`config.mk`:
```
export PLATFORM = sky130hd
export DESIGN_NAME = ivp_interrupt_map
export DESIGN_NICKNAME = d
export VERILOG_FILES = /design/src/core/ivp_pkg.sv /design/src/core/ivp_interrupt_map.sv
export VERILOG_INCLUDE_DIRS = /design/src /design/src/core
export SDC_FILE = /design/constraint.sdc
export NUM_CORES = 1
export LEC_CHECK = 0
export BUFFER_PORTS_ARGS = -buffer_cell sky130_fd_sc_hd__buf_2
export CAP_MARGIN = 25
export CORE_ASPECT_RATIO = 1.75
export CORE_MARGIN = 4
export CORE_UTILIZATION = 33
export CTS_CLUSTER_DIAMETER = 50
export DETAILED_ROUTE_END_ITERATION = 7
export PLACE_DENSITY = 0.58
export SYNTH_ARGS = -nofsm -noshare
export SYNTH_HDL_FRONTEND = slang
export SYNTH_SLANG_ARGS = --single-unit
export TNS_END_PERCENT = 100
```
`constraint.sdc`:
```
create_clock -name clk -period 4 [get_ports clk]
set_input_delay 0 -clock clk [delete_from_list [all_inputs] [get_ports clk]]
set_output_delay 0 -clock clk [all_outputs]
set_load 0.02 [all_outputs]
```
`src/core/ivp_regs.svh`:
```
`ifndef IVP_REGS_SVH
`define IVP_REGS_SVH

// register offsets on the plain register port
`define IVP_ADDR_W          4
`define IVP_OFS_MASK0       4'h0
`define IVP_OFS_LEVEL0      4'h1
`define IVP_OFS_MASK1       4'h2
`define IVP_OFS_LEVEL1      4'h3
`define IVP_OFS_MASK2       4'h4
`define IVP_OFS_LEVEL2      4'h5
`define IVP_OFS_PEND0       4'h6
`define IVP_OFS_PEND1       4'h7
`define IVP_OFS_PEND2       4'h8
`define IVP_OFS_SERVICE     4'h9

// writable bits of each register
`define IVP_WMASK_MASK0     8'hff
`define IVP_WMASK_LEVEL0    8'h7f
`define IVP_WMASK_EXT1      8'hbf
`define IVP_WMASK_EXT2      8'h77
`define IVP_WMASK_HWPEND    4'hf

// field positions
`define IVP_GLOBAL_EN_BIT   7
`define IVP_NUM_SRC         22
`define IVP_NUM_HW          4
`define IVP_ORD_W           5
`define IVP_CCF_COUNT       3

// vector addresses: base plus order times eight
`define IVP_RESET_VECTOR    16'h0000
`define IVP_VEC_BASE        16'h0003
`define IVP_VEC_SHIFT       3

`endif
```
`src/core/ivp_pkg.sv`:
```
`include "ivp_regs.svh"

package ivp_pkg;

    // level flags held by the peripherals themselves
    typedef struct packed {
        logic                        serial_rx_flag;
        logic                        serial_tx_flag;
        logic                        timer_c_high_overflow;
        logic                        timer_c_low_overflow;
        logic                        sync_xfer_done_flag;
        logic                        sync_write_collision;
        logic                        sync_mode_fault;
        logic                        sync_rx_overrun;
        logic                        twowire_state_flag;
        logic                        clock_alarm_flag;
        logic                        conv_window_flag;
        logic                        conv_done_flag;
        logic                        counter_array_overflow;
        logic [`IVP_CCF_COUNT-1:0]   counter_module_match_flag;
        logic                        comparator_fall_flag;
        logic                        comparator_rise_flag;
        logic                        timer_d_high_overflow;
        logic                        timer_d_low_overflow;
        logic                        supply_good_indicator;
        logic                        pin_match_hit;
        logic                        clock_osc_fail_flag;
        logic                        capsense_done_flag;
        logic                        capsense_compare_flag;
        logic                        capsense_scan_end_flag;
    } ivp_src_t;

    typedef struct packed {
        logic [1:0]                  sync_a;
        logic [1:0]                  sync_b;
        logic                        prev_a;
        logic                        prev_b;
        logic [`IVP_NUM_HW-1:0]      hw_pend;
        logic [7:0]                  mask0;
        logic [7:0]                  level0;
        logic [7:0]                  mask1;
        logic [7:0]                  level1;
        logic [7:0]                  mask2;
        logic [7:0]                  level2;
        logic                        act_hi;
        logic                        act_lo;
        logic                        req;
        logic                        req_high;
        logic [`IVP_ORD_W-1:0]       req_order;
        logic [15:0]                 vector;
        logic [7:0]                  rdata;
    } ivp_state_t;

endpackage

```
`src/core/ivp_interrupt_map.sv`:
```
`timescale 1ns/1ps
`include "ivp_regs.svh"

module ivp_interrupt_map (
    input  wire logic                      clk,
    input  wire logic                      reset_n,
    input  wire logic [`IVP_ADDR_W-1:0]    reg_addr,
    input  wire logic [7:0]                reg_wdata,
    input  wire logic                      reg_wr,
    input  wire logic                      reg_rd,
    output      logic [7:0]                reg_rdata,
    input  wire logic                      ext_pin_req_a,
    input  wire logic                      ext_pin_req_b,
    input  wire logic                      timer_a_overflow_flag,
    input  wire logic                      timer_b_overflow_flag,
    input  wire ivp_pkg::ivp_src_t         src,
    input  wire logic                      irq_ack,
    input  wire logic                      irq_return,
    output      logic                      irq_req,
    output      logic [15:0]               irq_vector,
    output      logic [`IVP_ORD_W-1:0]     irq_order,
    output      logic                      irq_high,
    output      logic                      in_service_hi,
    output      logic                      in_service_lo
);

    ivp_pkg::ivp_state_t              st;
    ivp_pkg::ivp_state_t              next_st;

    logic [`IVP_NUM_SRC-1:0]          raw_req;
    logic [`IVP_NUM_SRC-1:0]          enable_vec;
    logic [`IVP_NUM_SRC-1:0]          level_vec;
    logic [`IVP_NUM_SRC-1:0]          cand;
    logic [`IVP_NUM_HW-1:0]           hw_set;
    logic [`IVP_NUM_HW-1:0]           hw_clr;
    logic                             fall_a;
    logic                             fall_b;
    logic                             found_hi;
    logic                             found_lo;
    logic [`IVP_ORD_W-1:0]            hi_idx;
    logic [`IVP_ORD_W-1:0]            lo_idx;
    logic                             grant;
    logic                             grant_high;
    logic [`IVP_ORD_W-1:0]            grant_idx;

    assign reg_rdata     = st.rdata;
    assign irq_req       = st.req;
    assign irq_vector    = st.vector;
    assign irq_order     = st.req_order;
    assign irq_high      = st.req_high;
    assign in_service_hi = st.act_hi;
    assign in_service_lo = st.act_lo;

    // pin requests are caught on the falling edge after two flops
    assign fall_a = st.prev_a & ~st.sync_a[1];
    assign fall_b = st.prev_b & ~st.sync_b[1];

    // events for the flags this block holds and clears itself
    always_comb begin
        hw_set    = '0;
        hw_set[0] = fall_a;
        hw_set[1] = timer_a_overflow_flag;
        hw_set[2] = fall_b;
        hw_set[3] = timer_b_overflow_flag;
    end

    // request lines in precedence order
    always_comb begin
        raw_req     = '0;
        raw_req[0]  = st.hw_pend[0];
        raw_req[1]  = st.hw_pend[1];
        raw_req[2]  = st.hw_pend[2];
        raw_req[3]  = st.hw_pend[3];
        raw_req[4]  = src.serial_rx_flag | src.serial_tx_flag;
        raw_req[5]  = src.timer_c_high_overflow
                    | src.timer_c_low_overflow;
        raw_req[6]  = src.sync_xfer_done_flag
                    | src.sync_write_collision
                    | src.sync_mode_fault
                    | src.sync_rx_overrun;
        raw_req[7]  = src.twowire_state_flag;
        raw_req[8]  = src.clock_alarm_flag;
        raw_req[9]  = src.conv_window_flag;
        raw_req[10] = src.conv_done_flag;
        raw_req[11] = src.counter_array_overflow
                    | (|src.counter_module_match_flag);
        raw_req[12] = src.comparator_fall_flag
                    | src.comparator_rise_flag;
        raw_req[13] = 1'b0;
        raw_req[14] = src.timer_d_high_overflow
                    | src.timer_d_low_overflow;
        raw_req[15] = ~src.supply_good_indicator;
        raw_req[16] = src.pin_match_hit;
        raw_req[17] = src.clock_osc_fail_flag;
        raw_req[18] = 1'b0;
        raw_req[19] = src.capsense_done_flag;
        raw_req[20] = src.capsense_compare_flag;
        raw_req[21] = src.capsense_scan_end_flag;
    end

    // enable and level bits: primary 6:0, ext one 7:0, ext two 6:0
    assign enable_vec = {st.mask2[6:0], st.mask1, st.mask0[6:0]};
    assign level_vec  = {st.level2[6:0], st.level1, st.level0[6:0]};

    // supply warning repeats while the supply stays low, until its enable bit or the global enable bit is cleared
    assign cand = raw_req & enable_vec
                & {`IVP_NUM_SRC{st.mask0[`IVP_GLOBAL_EN_BIT]}};

    // pick the lowest order at each level
    always_comb begin
        found_hi = 1'b0;
        found_lo = 1'b0;
        hi_idx   = '0;
        lo_idx   = '0;
        for (int i = `IVP_NUM_SRC - 1; i >= 0; i--) begin
            if (cand[i] && level_vec[i]) begin
                found_hi = 1'b1;
                hi_idx   = `IVP_ORD_W'(i);
            end
            if (cand[i] && !level_vec[i]) begin
                found_lo = 1'b1;
                lo_idx   = `IVP_ORD_W'(i);
            end
        end
    end

    // high level may interrupt a low-level routine, never the reverse
    always_comb begin
        grant      = 1'b0;
        grant_high = 1'b0;
        grant_idx  = '0;
        if (found_hi && !st.act_hi) begin
            grant      = 1'b1;
            grant_high = 1'b1;
            grant_idx  = hi_idx;
        end else if (found_lo && !st.act_hi && !st.act_lo) begin
            grant      = 1'b1;
            grant_high = 1'b0;
            grant_idx  = lo_idx;
        end
    end

    // hardware clear on vectoring, or software write-one-to-clear
    always_comb begin
        hw_clr = '0;
        if (irq_ack && st.req && st.req_order < `IVP_ORD_W'(`IVP_NUM_HW)) begin
            hw_clr[st.req_order[1:0]] = 1'b1;
        end
        if (reg_wr && reg_addr == `IVP_OFS_PEND0) begin
            hw_clr = hw_clr | (reg_wdata[`IVP_NUM_HW-1:0] & `IVP_WMASK_HWPEND);
        end
    end

    always_comb begin
        next_st = st;

        next_st.sync_a = {st.sync_a[0], ext_pin_req_a};
        next_st.sync_b = {st.sync_b[0], ext_pin_req_b};
        next_st.prev_a = st.sync_a[1];
        next_st.prev_b = st.sync_b[1];

        // a new event in the clearing cycle survives
        next_st.hw_pend = (st.hw_pend & ~hw_clr) | hw_set;

        if (reg_wr) begin
            case (reg_addr)
                `IVP_OFS_MASK0: begin
                    next_st.mask0 = reg_wdata & `IVP_WMASK_MASK0;
                end
                `IVP_OFS_LEVEL0: begin
                    next_st.level0 = reg_wdata & `IVP_WMASK_LEVEL0;
                end
                `IVP_OFS_MASK1: begin
                    next_st.mask1 = reg_wdata & `IVP_WMASK_EXT1;
                end
                `IVP_OFS_LEVEL1: begin
                    next_st.level1 = reg_wdata & `IVP_WMASK_EXT1;
                end
                `IVP_OFS_MASK2: begin
                    next_st.mask2 = reg_wdata & `IVP_WMASK_EXT2;
                end
                `IVP_OFS_LEVEL2: begin
                    next_st.level2 = reg_wdata & `IVP_WMASK_EXT2;
                end
                default: begin
                end
            endcase
        end

        next_st.rdata = '0;
        if (reg_rd) begin
            case (reg_addr)
                `IVP_OFS_MASK0: begin
                    next_st.rdata = st.mask0;
                end
                `IVP_OFS_LEVEL0: begin
                    next_st.rdata = st.level0;
                end
                `IVP_OFS_MASK1: begin
                    next_st.rdata = st.mask1;
                end
                `IVP_OFS_LEVEL1: begin
                    next_st.rdata = st.level1;
                end
                `IVP_OFS_MASK2: begin
                    next_st.rdata = st.mask2;
                end
                `IVP_OFS_LEVEL2: begin
                    next_st.rdata = st.level2;
                end
                `IVP_OFS_PEND0: begin
                    next_st.rdata = raw_req[7:0];
                end
                `IVP_OFS_PEND1: begin
                    next_st.rdata = raw_req[15:8];
                end
                `IVP_OFS_PEND2: begin
                    next_st.rdata = {2'h0, raw_req[21:16]};
                end
                `IVP_OFS_SERVICE: begin
                    next_st.rdata = {st.act_hi, st.act_lo, st.req_high, st.req_order};
                end
                default: begin
                    next_st.rdata = '0;
                end
            endcase
        end

        // return from a routine ends the highest level in service
        if (irq_return) begin
            if (st.act_hi) begin
                next_st.act_hi = 1'b0;
            end else begin
                next_st.act_lo = 1'b0;
            end
        end

        if (irq_ack && st.req) begin
            // core took the vector: enter service, drop the request a cycle
            if (st.req_high) begin
                next_st.act_hi = 1'b1;
            end else begin
                next_st.act_lo = 1'b1;
            end
            next_st.req = 1'b0;
            // the vector rests at zero whenever no request stands
            next_st.vector = `IVP_RESET_VECTOR;
        end else begin
            next_st.req       = grant;
            next_st.req_high  = grant_high;
            next_st.req_order = grant_idx;
            if (grant) begin
                next_st.vector = `IVP_VEC_BASE
                               + (16'(grant_idx) << `IVP_VEC_SHIFT);
            end else begin
                next_st.vector = `IVP_RESET_VECTOR;
            end
        end
    end

    // reset needs no flag: the vector rests at zero and nothing is served
    always_ff @(posedge clk or negedge reset_n) begin
        if (!reset_n) begin
            st <= '0;
        end else begin
            st <= next_st;
        end
    end

endmodule

```
==> results of run 1 <==
metrics by stage:
step	hold WS (ns)	power, W	utilization	setup WS, ns	cells
2_1_floorplan	-0.296	0.00176	-	1.92	471
3_3_place_gp	0.108	0.00206	0.363	1.09	662
3_5_place_dp	0.109	0.00208	0.365	1.56	663
4_1_cts	0.0276	0.00291	0.396	1.55	689
5_1_grt	0.0283	0.00306	0.396	1.32	689
6_report	0.0155	0.00291	0.396	1.51	689
cell type report:
class                   count  area [µm²]
fillers                  1329        7900
clock inverters             5        62.6
inverters                   8        30.0
repair buffers             82         485
clock buffers              11         243
multi-input cells         339        2320
well taps                 171         214
flip-flops and latches     73        1830
synth_stat cells (all sizes together), types with 3 or more instances:
master   instances  area share
clkbuf          15       0.013
nand4b           7       0.014
o22ai            4      0.0056
and3             6      0.0084
a21o             3      0.0051
o211ai           9       0.015
buf             36       0.056
or2              4      0.0056
nand4           13       0.018
a41oi            3      0.0059
and4b            5       0.011
o311ai           3      0.0059
inv              8      0.0068
a211oi           3      0.0051
o21a             4      0.0068
nand2b           4      0.0056
mux2i            8       0.018
and2             4      0.0056
mux2            43        0.11
and3b            3      0.0059
a22oi            3      0.0051
a21oi           15       0.017
a31oi            7      0.0098
nand2           39       0.033
a221oi           3      0.0059
o21ai           23       0.026
nor2            36       0.030
o2111ai          5      0.0098
nor3             9       0.011
nor4             7       0.016
nor2b            9       0.013
nor3b            3      0.0051
dfrtp           73        0.41
nand3           16       0.018
layout by cell type, fill, tap and decap left out, drive strengths merged, types with 4 or more instances in the layout:
cell type and instances:
dfrtp 73, buf 72, mux2 43, nand2 39, nor2 36, o21ai 23, nand3 16, a21oi 15
nand4 13, clkbuf 11, dlygate4sd3 10, nor2b 9, o211ai 9, conb 9, inv 9, nor3 9
mux2i 8, a31oi 7, nand4b 7, nor4 7, and3 6, o2111ai 5, and4b 5, nand2b 4
o22ai 4, or2 4, o21a 4, and2 4
power by group:
group	internal, W	switching [W]
registers	0.000906	0.000245
logic	0.000393	0.000543
clock network	0.000503	0.000316
layer usage:
layer / part of all wire / GRT usage
met1: 0.36 / 0.238
met4: 0.090 / 0.168
met2: 0.49 / 0.338
met5: 0 / 0
met3: 0.061 / 0.0401
what timing repair did:
item / 4_1_cts / 5_1_grt
setup endpoints to repair: 0 / 0
hold endpoints to repair: 92 / 0
hold buffers: 10 / 0
setup buffers: 0 / 0
worst register-to-register path: stages (launching register included):
cell	delay (ns)
dfrtp_1	0.52
buf_16	0.24
and4b_1	0.26
nor4_4	0.31
or4b_1	0.49
o32a_1	0.31
nor3_2	0.18
a21o_1	0.11
worst min path at each step:
| stage | startpoint | slack, ns | to |
|---|---|---|---|
| 3_3_place_gp | ext_pin_req_a | 0.11 | next_st[90]$_DFF_PN0_ |
| 3_5_place_dp | ext_pin_req_b | 0.11 | next_st[88]$_DFF_PN0_ |
| 2_1_floorplan | reset_n | -0.30 | enable_vec[0]$_DFFE_PN0P_ |
| 5_1_grt | reg_wdata[5] | 0.03 | level_vec[20]$_DFFE_PN0P_ |
| 6_report | reg_wdata[5] | 0.02 | level_vec[20]$_DFFE_PN0P_ |
| 4_1_cts | reg_wdata[5] | 0.03 | level_vec[20]$_DFFE_PN0P_ |
kinds of logic (layout without fill, tap and decap cells):
group,Yosys count,after routing,synth area share
compound gates,105,105,0.163
buf+inv,59,106,0.0754
flops,73,73,0.411
mux,53,53,0.137
other cells,1,9,0.000843
simple gates,172,172,0.213
flip-flops by register name, summed over array words and instances, names as in the netlist:
name	cells
irq_order	5
st	3
level_vec	20
irq_vector	6
in_service_lo	1
irq_high	1
reg_rdata	8
enable_vec	20
raw_req	4
in_service_hi	1
next_st	4
==> reports/metrics.cfg, run 1 <==
[run_status]
outcome = finished, final reports clean

[synthesis]
synthFlopType = dfrtp_1
netlist_area_um2 = 4450
netlist_instances = 463
async_reset_ff_frac = 1.00
yosysSeqAreaShare = 0.411
ys.warnings.count = 0
avgSynthCellArea_um2 = 9.61
synth_cell_types = 59
ys_ff_latch = 73
synth_edf_count = 0

[cells_and_area]
design_area_um2 = 5180
drive_gt1_frac = 0.270
layout.nets = 561
syn_to_final_growth_pct = 16.4
num_antenna_cells = 0

[critical_path]
r2r-start = st[80]$_DFFE_PN0P_
crit_buf_inv = 1
endpoint = irq_order[4]$_DFFE_PN0N_
critPathKind = register to register
path_max_fanout = 35
crit_path_start = st[80]$_DFFE_PN0P_
worstPathArrival_ns = 2.76
critPathLaunchType = register
reg2reg_depth = 7
rrSetupSlack_ns = 1.51
crit_slowest_cell = dfrtp_1
slowest_delay_ns = 0.52
cp-end-kind = register
path_depth = 7
r2r-end = irq_order[4]$_DFFE_PN0N_
cp_top_family = simple AND/OR/NAND/NOR gates
path_cells = buf_16 -> and4b_1 -> nor4_4 -> or4b_1 -> o32a_1 -> nor3_2 -> a21o_1
worstPathRequired_ns = 4.28

[timing]
finalClockSkew_ns = 0.0137
drv_slew = 0
slew_headroom = 0.396
tns_ns = 0
rsz0062_at_grt = no
final.min_clock_period_ns = 2.49
max_freq_mhz = 402
worstMarginPinSlew_ns = 0.905
finalSetupViolCount = 0
fin_crit_sh = 0.622
hold_violations = 0

[grt]
grt_pass1_wl_um = 23900
antenna_found_initial = 0
gr-total-overflow = 0
grt_pass1_vias = 4068
grt_max_degree = 74
grt_usage = 0.211

[clock_tree]
cts-resized-gates = 0
cts.reportedPaths.clkPinSlew_ns = 0.06
cts.path.max_buffers = 2
cts_tree = done
cts.sinks = 73
h-tree-depth = 3
clk_latency_ns = 0.34
root_buffer = clkbuf_16
cts_buffers = 9

[floorplanning]
ioPinCount = 81
die_area_um2 = 15500
die_x_um = 95.8
rows = 55
coreArea_um2 = 13100
fp.dieH_um = 162
start_util = 0.340

[route]
vias_per_cell = 5.87
antenna_left = 0
routedWlPerCell_um = 22.9
drt_iter0_markers = 490
dr_total_vias = 4047
routed_wl_um = 15800
drc = 0
firstDrtPassIters = 5

[placed_design]
portBuffers = 71
placed_cell_area_um2 = 4770
dp.final_hpwl_um = 12300
globalplace.congestion = 1.06

[pwr]
leakagePower_nw = 2.31
peakVddDrop_mv = 0.180
cellPowerDensity_nw_per_um2 = 561

[min_path]
hp-class = input port to register
whs_path_depth = 2

[job]
maxCapViolCount = 0

(Power assumes the default switching activity.)
==> run 2: changes to the inputs <==
==> constraint.sdc (replaced) <==
create_clock -name clk -period 2.3 [get_ports clk]
set_input_delay 0 -clock clk [delete_from_list [all_inputs] [get_ports clk]]
set_output_delay 0 -clock clk [all_outputs]
set_load 0.02 [all_outputs]
==> run 2 against run 1 <==
Effect of this change: non-clock buffer count rose by 32; first-iteration DRC count fell by 30%; combinational power rose by 100%; wire length rose by 2.0%; fmax rose by 12%; critical path depth did not move; sequential power rose by 69%; largest cell class unchanged; largest power group unchanged.
==> reports/metrics.cfg, run 2 (synthesis results as in run 1) <==
[clock_tree]
cts.path.max_buffers = 2
root_buffer = clkbuf_16
cts.reportedPaths.clkPinSlew_ns = 0.06
cts_buffers = 9
cts.sinks = 73
clk_latency_ns = 0.34
h-tree-depth = 3
cts_tree = done

[cells_and_area]
layout.nets = 593
drive_gt1_frac = 0.329
num_antenna_cells = 0
final_util = 0.420
final_cell_mix = dfrtp_1, buf_2, mux2_2
syn_to_final_growth_pct = 23.6
final_common_cell = dfrtp_1

[min_path]
min_from = reg_wdata[0]
hp-class = input port to register

[job]
maxCapViolCount = 0

[timing]
finalSetupViolCount = 0
finalClockSkew_ns = 0.0114
final.min_clock_period_ns = 2.22
worstMarginPinSlew_ns = 0.898
fin_crit_sh = 0.965
max_freq_mhz = 451
worst_slack_ns = 0.0804
drv_slew = 0
tns_ns = 0
hold_violations = 0
slew_headroom = 0.402

[grt]
grt_pass1_wl_um = 24400
grt_usage = 0.213
gr-total-overflow = 0
antenna_found_initial = 0
grt_max_degree = 74
grt_pass1_vias = 4150

[placed_design]
dp.final_hpwl_um = 12800
portBuffers = 71
pre_cts_ws_ns = 0.0392
globalplace.congestion = 0.978

[floorplanning]
start_util = 0.340
rows = 55
fp.dieH_um = 162
ioPinCount = 81
coreArea_um2 = 13100
die_x_um = 95.8
die_area_um2 = 15500

[critical_path]
r2r-start = st[80]$_DFFE_PN0P_
path_max_fanout = 26
critPathKind = register to register
worstPathArrival_ns = 2.50
cp-end-kind = register
crit_path_start = st[80]$_DFFE_PN0P_
critPathLaunchType = register
worstPathRequired_ns = 2.58

[route]
firstDrtPassIters = 5
vias_per_cell = 5.75
routed_wl_um = 16100
antenna_left = 0
dr_total_vias = 4143
routedWlPerCell_um = 22.3
drc = 0
drt_iter0_markers = 342

[pwr]
peakVddDrop_mv = 0.448
leakagePower_nw = 2.50
cellPowerDensity_nw_per_um2 = 977

[run_status]
outcome = finished, final reports clean

-- run 2: worst paths after layout --
check                                            endpoint  slack [ns]  depth (start not counted)
worst min register to register      next_st[85]$_DFF_PN0_        0.35                          0
max in group asynchronous              st[80]$_DFFE_PN0P_        1.36                          2
worst min-delay path            enable_vec[0]$_DFFE_PN0P_        0.04                          2
worst max-delay path             irq_order[4]$_DFFE_PN0N_        0.08                          7
min in group asynchronous           next_st[86]$_DFF_PN0_        0.32                          2
worst max register to register   irq_order[4]$_DFFE_PN0N_        0.08                          7
-- run 2: power by group --
group,total [W],switching (W),internal [W]
logic,0.00191,0.00107,0.000843
registers,0.00194,0.000362,0.00158
clock network,0.00152,0.000543,0.000977
-- run 2: stage by stage --
stage | instances | power, W | hold WS, ns | area [µm²]
global placement | 694 | 0.00376 | 0.108 | 5010
floorplan | 471 | 0.00307 | -0.296 | 4480
finish | 721 | 0.00537 | 0.0449 | 5500
CTS | 721 | 0.00533 | 0.0551 | 5440
global route | 721 | 0.00562 | 0.0679 | 5500
detailed placement | 694 | 0.00379 | 0.109 | 5010
-- run 2: repair_timing --
| action | CTS | global route |
|---|---|---|
| hold endpoints to repair | 98 | 0 |
| setup endpoints to repair | 0 | 9 |
| hold buffers | 11 | 0 |
| resized for setup | 0 | 10 |
| setup buffers | 0 | 0 |
-- run 2: cell type report --
type,instances,area (µm²)
fillers,1306,7580
clock inverters,5,78.8
flip-flops and latches,73,1830
repair buffers,114,733
clock buffers,11,243
multi-input cells,339,2370
inverters,8,30.0
well taps,171,214
-- run 2: routing by layer --
metal  part of all wire  track usage
met5                  0            0
met4              0.063        0.132
met3              0.054       0.0359
met2               0.51        0.363
met1               0.37        0.241
-- run 2: critical path: stages, from the launching register on --
cell	delay, ns
dfrtp_2	0.46
buf_12	0.18
o211ai_1	0.14
o22ai_2	0.19
or4b_1	0.56
o32a_1	0.32
nor3_2	0.18
a21o_1	0.10
==> run 3: changes to the inputs <==
--- a/config.mk
+++ b/config.mk
@@ -10,10 +10,11 @@
 export CAP_MARGIN = 25
 export CORE_ASPECT_RATIO = 1.75
 export CORE_MARGIN = 4
-export CORE_UTILIZATION = 33
+export CORE_UTILIZATION = 45
 export CTS_CLUSTER_DIAMETER = 50
 export DETAILED_ROUTE_END_ITERATION = 7
-export PLACE_DENSITY = 0.58
+export PLACE_DENSITY = 0.73
+export SLEW_MARGIN = 15
 export SYNTH_ARGS = -nofsm -noshare
 export SYNTH_HDL_FRONTEND = slang
 export SYNTH_SLANG_ARGS = --single-unit
==> run 3 against run 2 <==
Effect of this change: clock skew is 0.0077 ns lower; count of clock-buffer cells in the layout is 1 lower; global-route usage is 5.5 points higher; cell count is 6.5% lower; cell area is 1.9% lower; non-clock buffer count is 2 higher; highest routed layer unchanged; wire length is 3.5% lower; fmax is 0.68% lower; critical path type unchanged; critical path depth stayed put; sequential power hardly changed; largest cell class unchanged.
==> reports/metrics.cfg, run 3 (synthesis results as in run 1) <==
[route]
dr_total_vias = 4192
top_layer = met4
m1WireLength_um = 5750
routed_wl_um = 15500
antenna_left = 0
drc = 0
routedWlPerCell_um = 23.0
dr_wl_met3_um = 983
wl_met2_um = 7600
drt_iter0_markers = 374
firstDrtPassIters = 6
vias_per_cell = 6.22

[cells_and_area]
final_cell_mix = dfrtp_1, buf_2, mux2_2
drive_gt1_frac = 0.333
layout.nets = 595
num_antenna_cells = 0
final_common_cell = dfrtp_1
syn_to_final_growth_pct = 21.2
design_area_um2 = 5390

[critical_path]
cp-end-kind = register
critPathLaunchType = register
worstPathRequired_ns = 2.57
critPathKind = register to register
r2r-start = st[80]$_DFFE_PN0P_
crit_path_start = st[80]$_DFFE_PN0P_
worstPathArrival_ns = 2.51
path_max_fanout = 11

[run_status]
outcome = finished, final reports clean

[grt]
grt_pass1_wl_um = 23700
grt_pass1_vias = 4227
antenna_found_initial = 0
grt_max_degree = 42
grt_usage = 0.268
gr-total-overflow = 0

[timing]
worst_slack_ns = 0.0653
worstMarginPinSlew_ns = 0.739
slew_headroom = 0.507
finalSetupViolCount = 0
rsz0062_at_grt = no
fin_crit_sh = 0.972
final.min_clock_period_ns = 2.23
max_freq_mhz = 447
drv_slew = 0
finalClockSkew_ns = 0.00374
hold_violations = 0

[clock_tree]
cts_buffers = 9
cts.reportedPaths.clkPinSlew_ns = 0.06
cts_setup_buffers = 0
clk_latency_ns = 0.34
h-tree-depth = 3
cts.sinks = 73
cts_tree = done
root_buffer = clkbuf_16
cts.path.max_buffers = 2

[min_path]
hp-class = input port to register
min_from = reg_wdata[0]

[placed_design]
placed_cell_area_um2 = 4950
portBuffers = 71
globalplace.congestion = 1.07
pre_cts_ws_ns = -0.0135
dp.final_hpwl_um = 12300

[floorplanning]
start_util = 0.464
coreArea_um2 = 9590
ioPinCount = 81
fp.dieH_um = 140
die_x_um = 83.2
die_area_um2 = 11600
rows = 47

[pwr]
leakagePower_nw = 2.47
peakVddDrop_mv = 0.558
cellPowerDensity_nw_per_um2 = 946

[job]
maxCapViolCount = 0

run 3: final cells by class:
| cell class | instances | area [µm²] |
|---|---|---|
| Clock buffer | 10 | 229 |
| Clock inverter | 6 | 45.0 |
| Fill cell | 888 | 4190 |
| Inverter | 8 | 30.0 |
| Multi-Input combinational cell | 339 | 2370 |
| Sequential cell | 73 | 1830 |
| Tap cell | 122 | 153 |
| Timing Repair Buffer | 116 | 733 |
run 3: timing repair:
action                     CTS  global route
hold buffers                11             0
cloned                       0             0
pin swaps                    0             3
setup endpoints to repair    1             9
resized for setup            1            11
hold endpoints to repair    60             0
run 3: critical path, cell delays in order, from the launching register on:
cell     delay [ns]
dfrtp_1        0.37
buf_4          0.17
and4b_1        0.23
nor4_4         0.31
or4b_4         0.50
o32a_1         0.33
nor3_2         0.16
a21o_1         0.11
run 3: report_power, final:
group	total (W)	switching, W	internal [W]
combinational	0.00189	0.00106	0.000827
sequential	0.00193	0.000356	0.00158
clock	0.00128	0.000545	0.000731
total	0.00510	0.00197	0.00313
run 3: metal layers:
metal | up-vias | GRT usage
met2 | 209 | 0.441
met1 | 2062 | 0.309
li1 | 1865 | -
met5 | - | 0
met3 | 56 | 0.0455
met4 | 0 | 0.200
run 3: final timing paths:
check / endpoint / slack (ns) / depth (start not counted)
max in group asynchronous: level_vec[21]$_DFFE_PN0P_ / 1.37 / 3
max reg2reg: irq_order[4]$_DFFE_PN0N_ / 0.07 / 7
max: irq_order[4]$_DFFE_PN0N_ / 0.07 / 7
min: enable_vec[0]$_DFFE_PN0P_ / 0.05 / 2
min reg2reg: next_st[85]$_DFF_PN0_ / 0.35 / 0
min in group asynchronous: next_st[90]$_DFF_PN0_ / 0.27 / 2
run 3: metrics by stage:
step                setup TNS (ns)  power [W]   util  hold slack [ns]  instances
global placement                 0    0.00371  0.516           0.0845        647
global route                     0    0.00536  0.562           0.0520        674
floorplan                        0    0.00307      -           -0.296        471
detailed placement         -0.0135    0.00374  0.516            0.101        647
CTS                              0    0.00505  0.557           0.0500        674
finish                           0    0.00510  0.562           0.0455        674
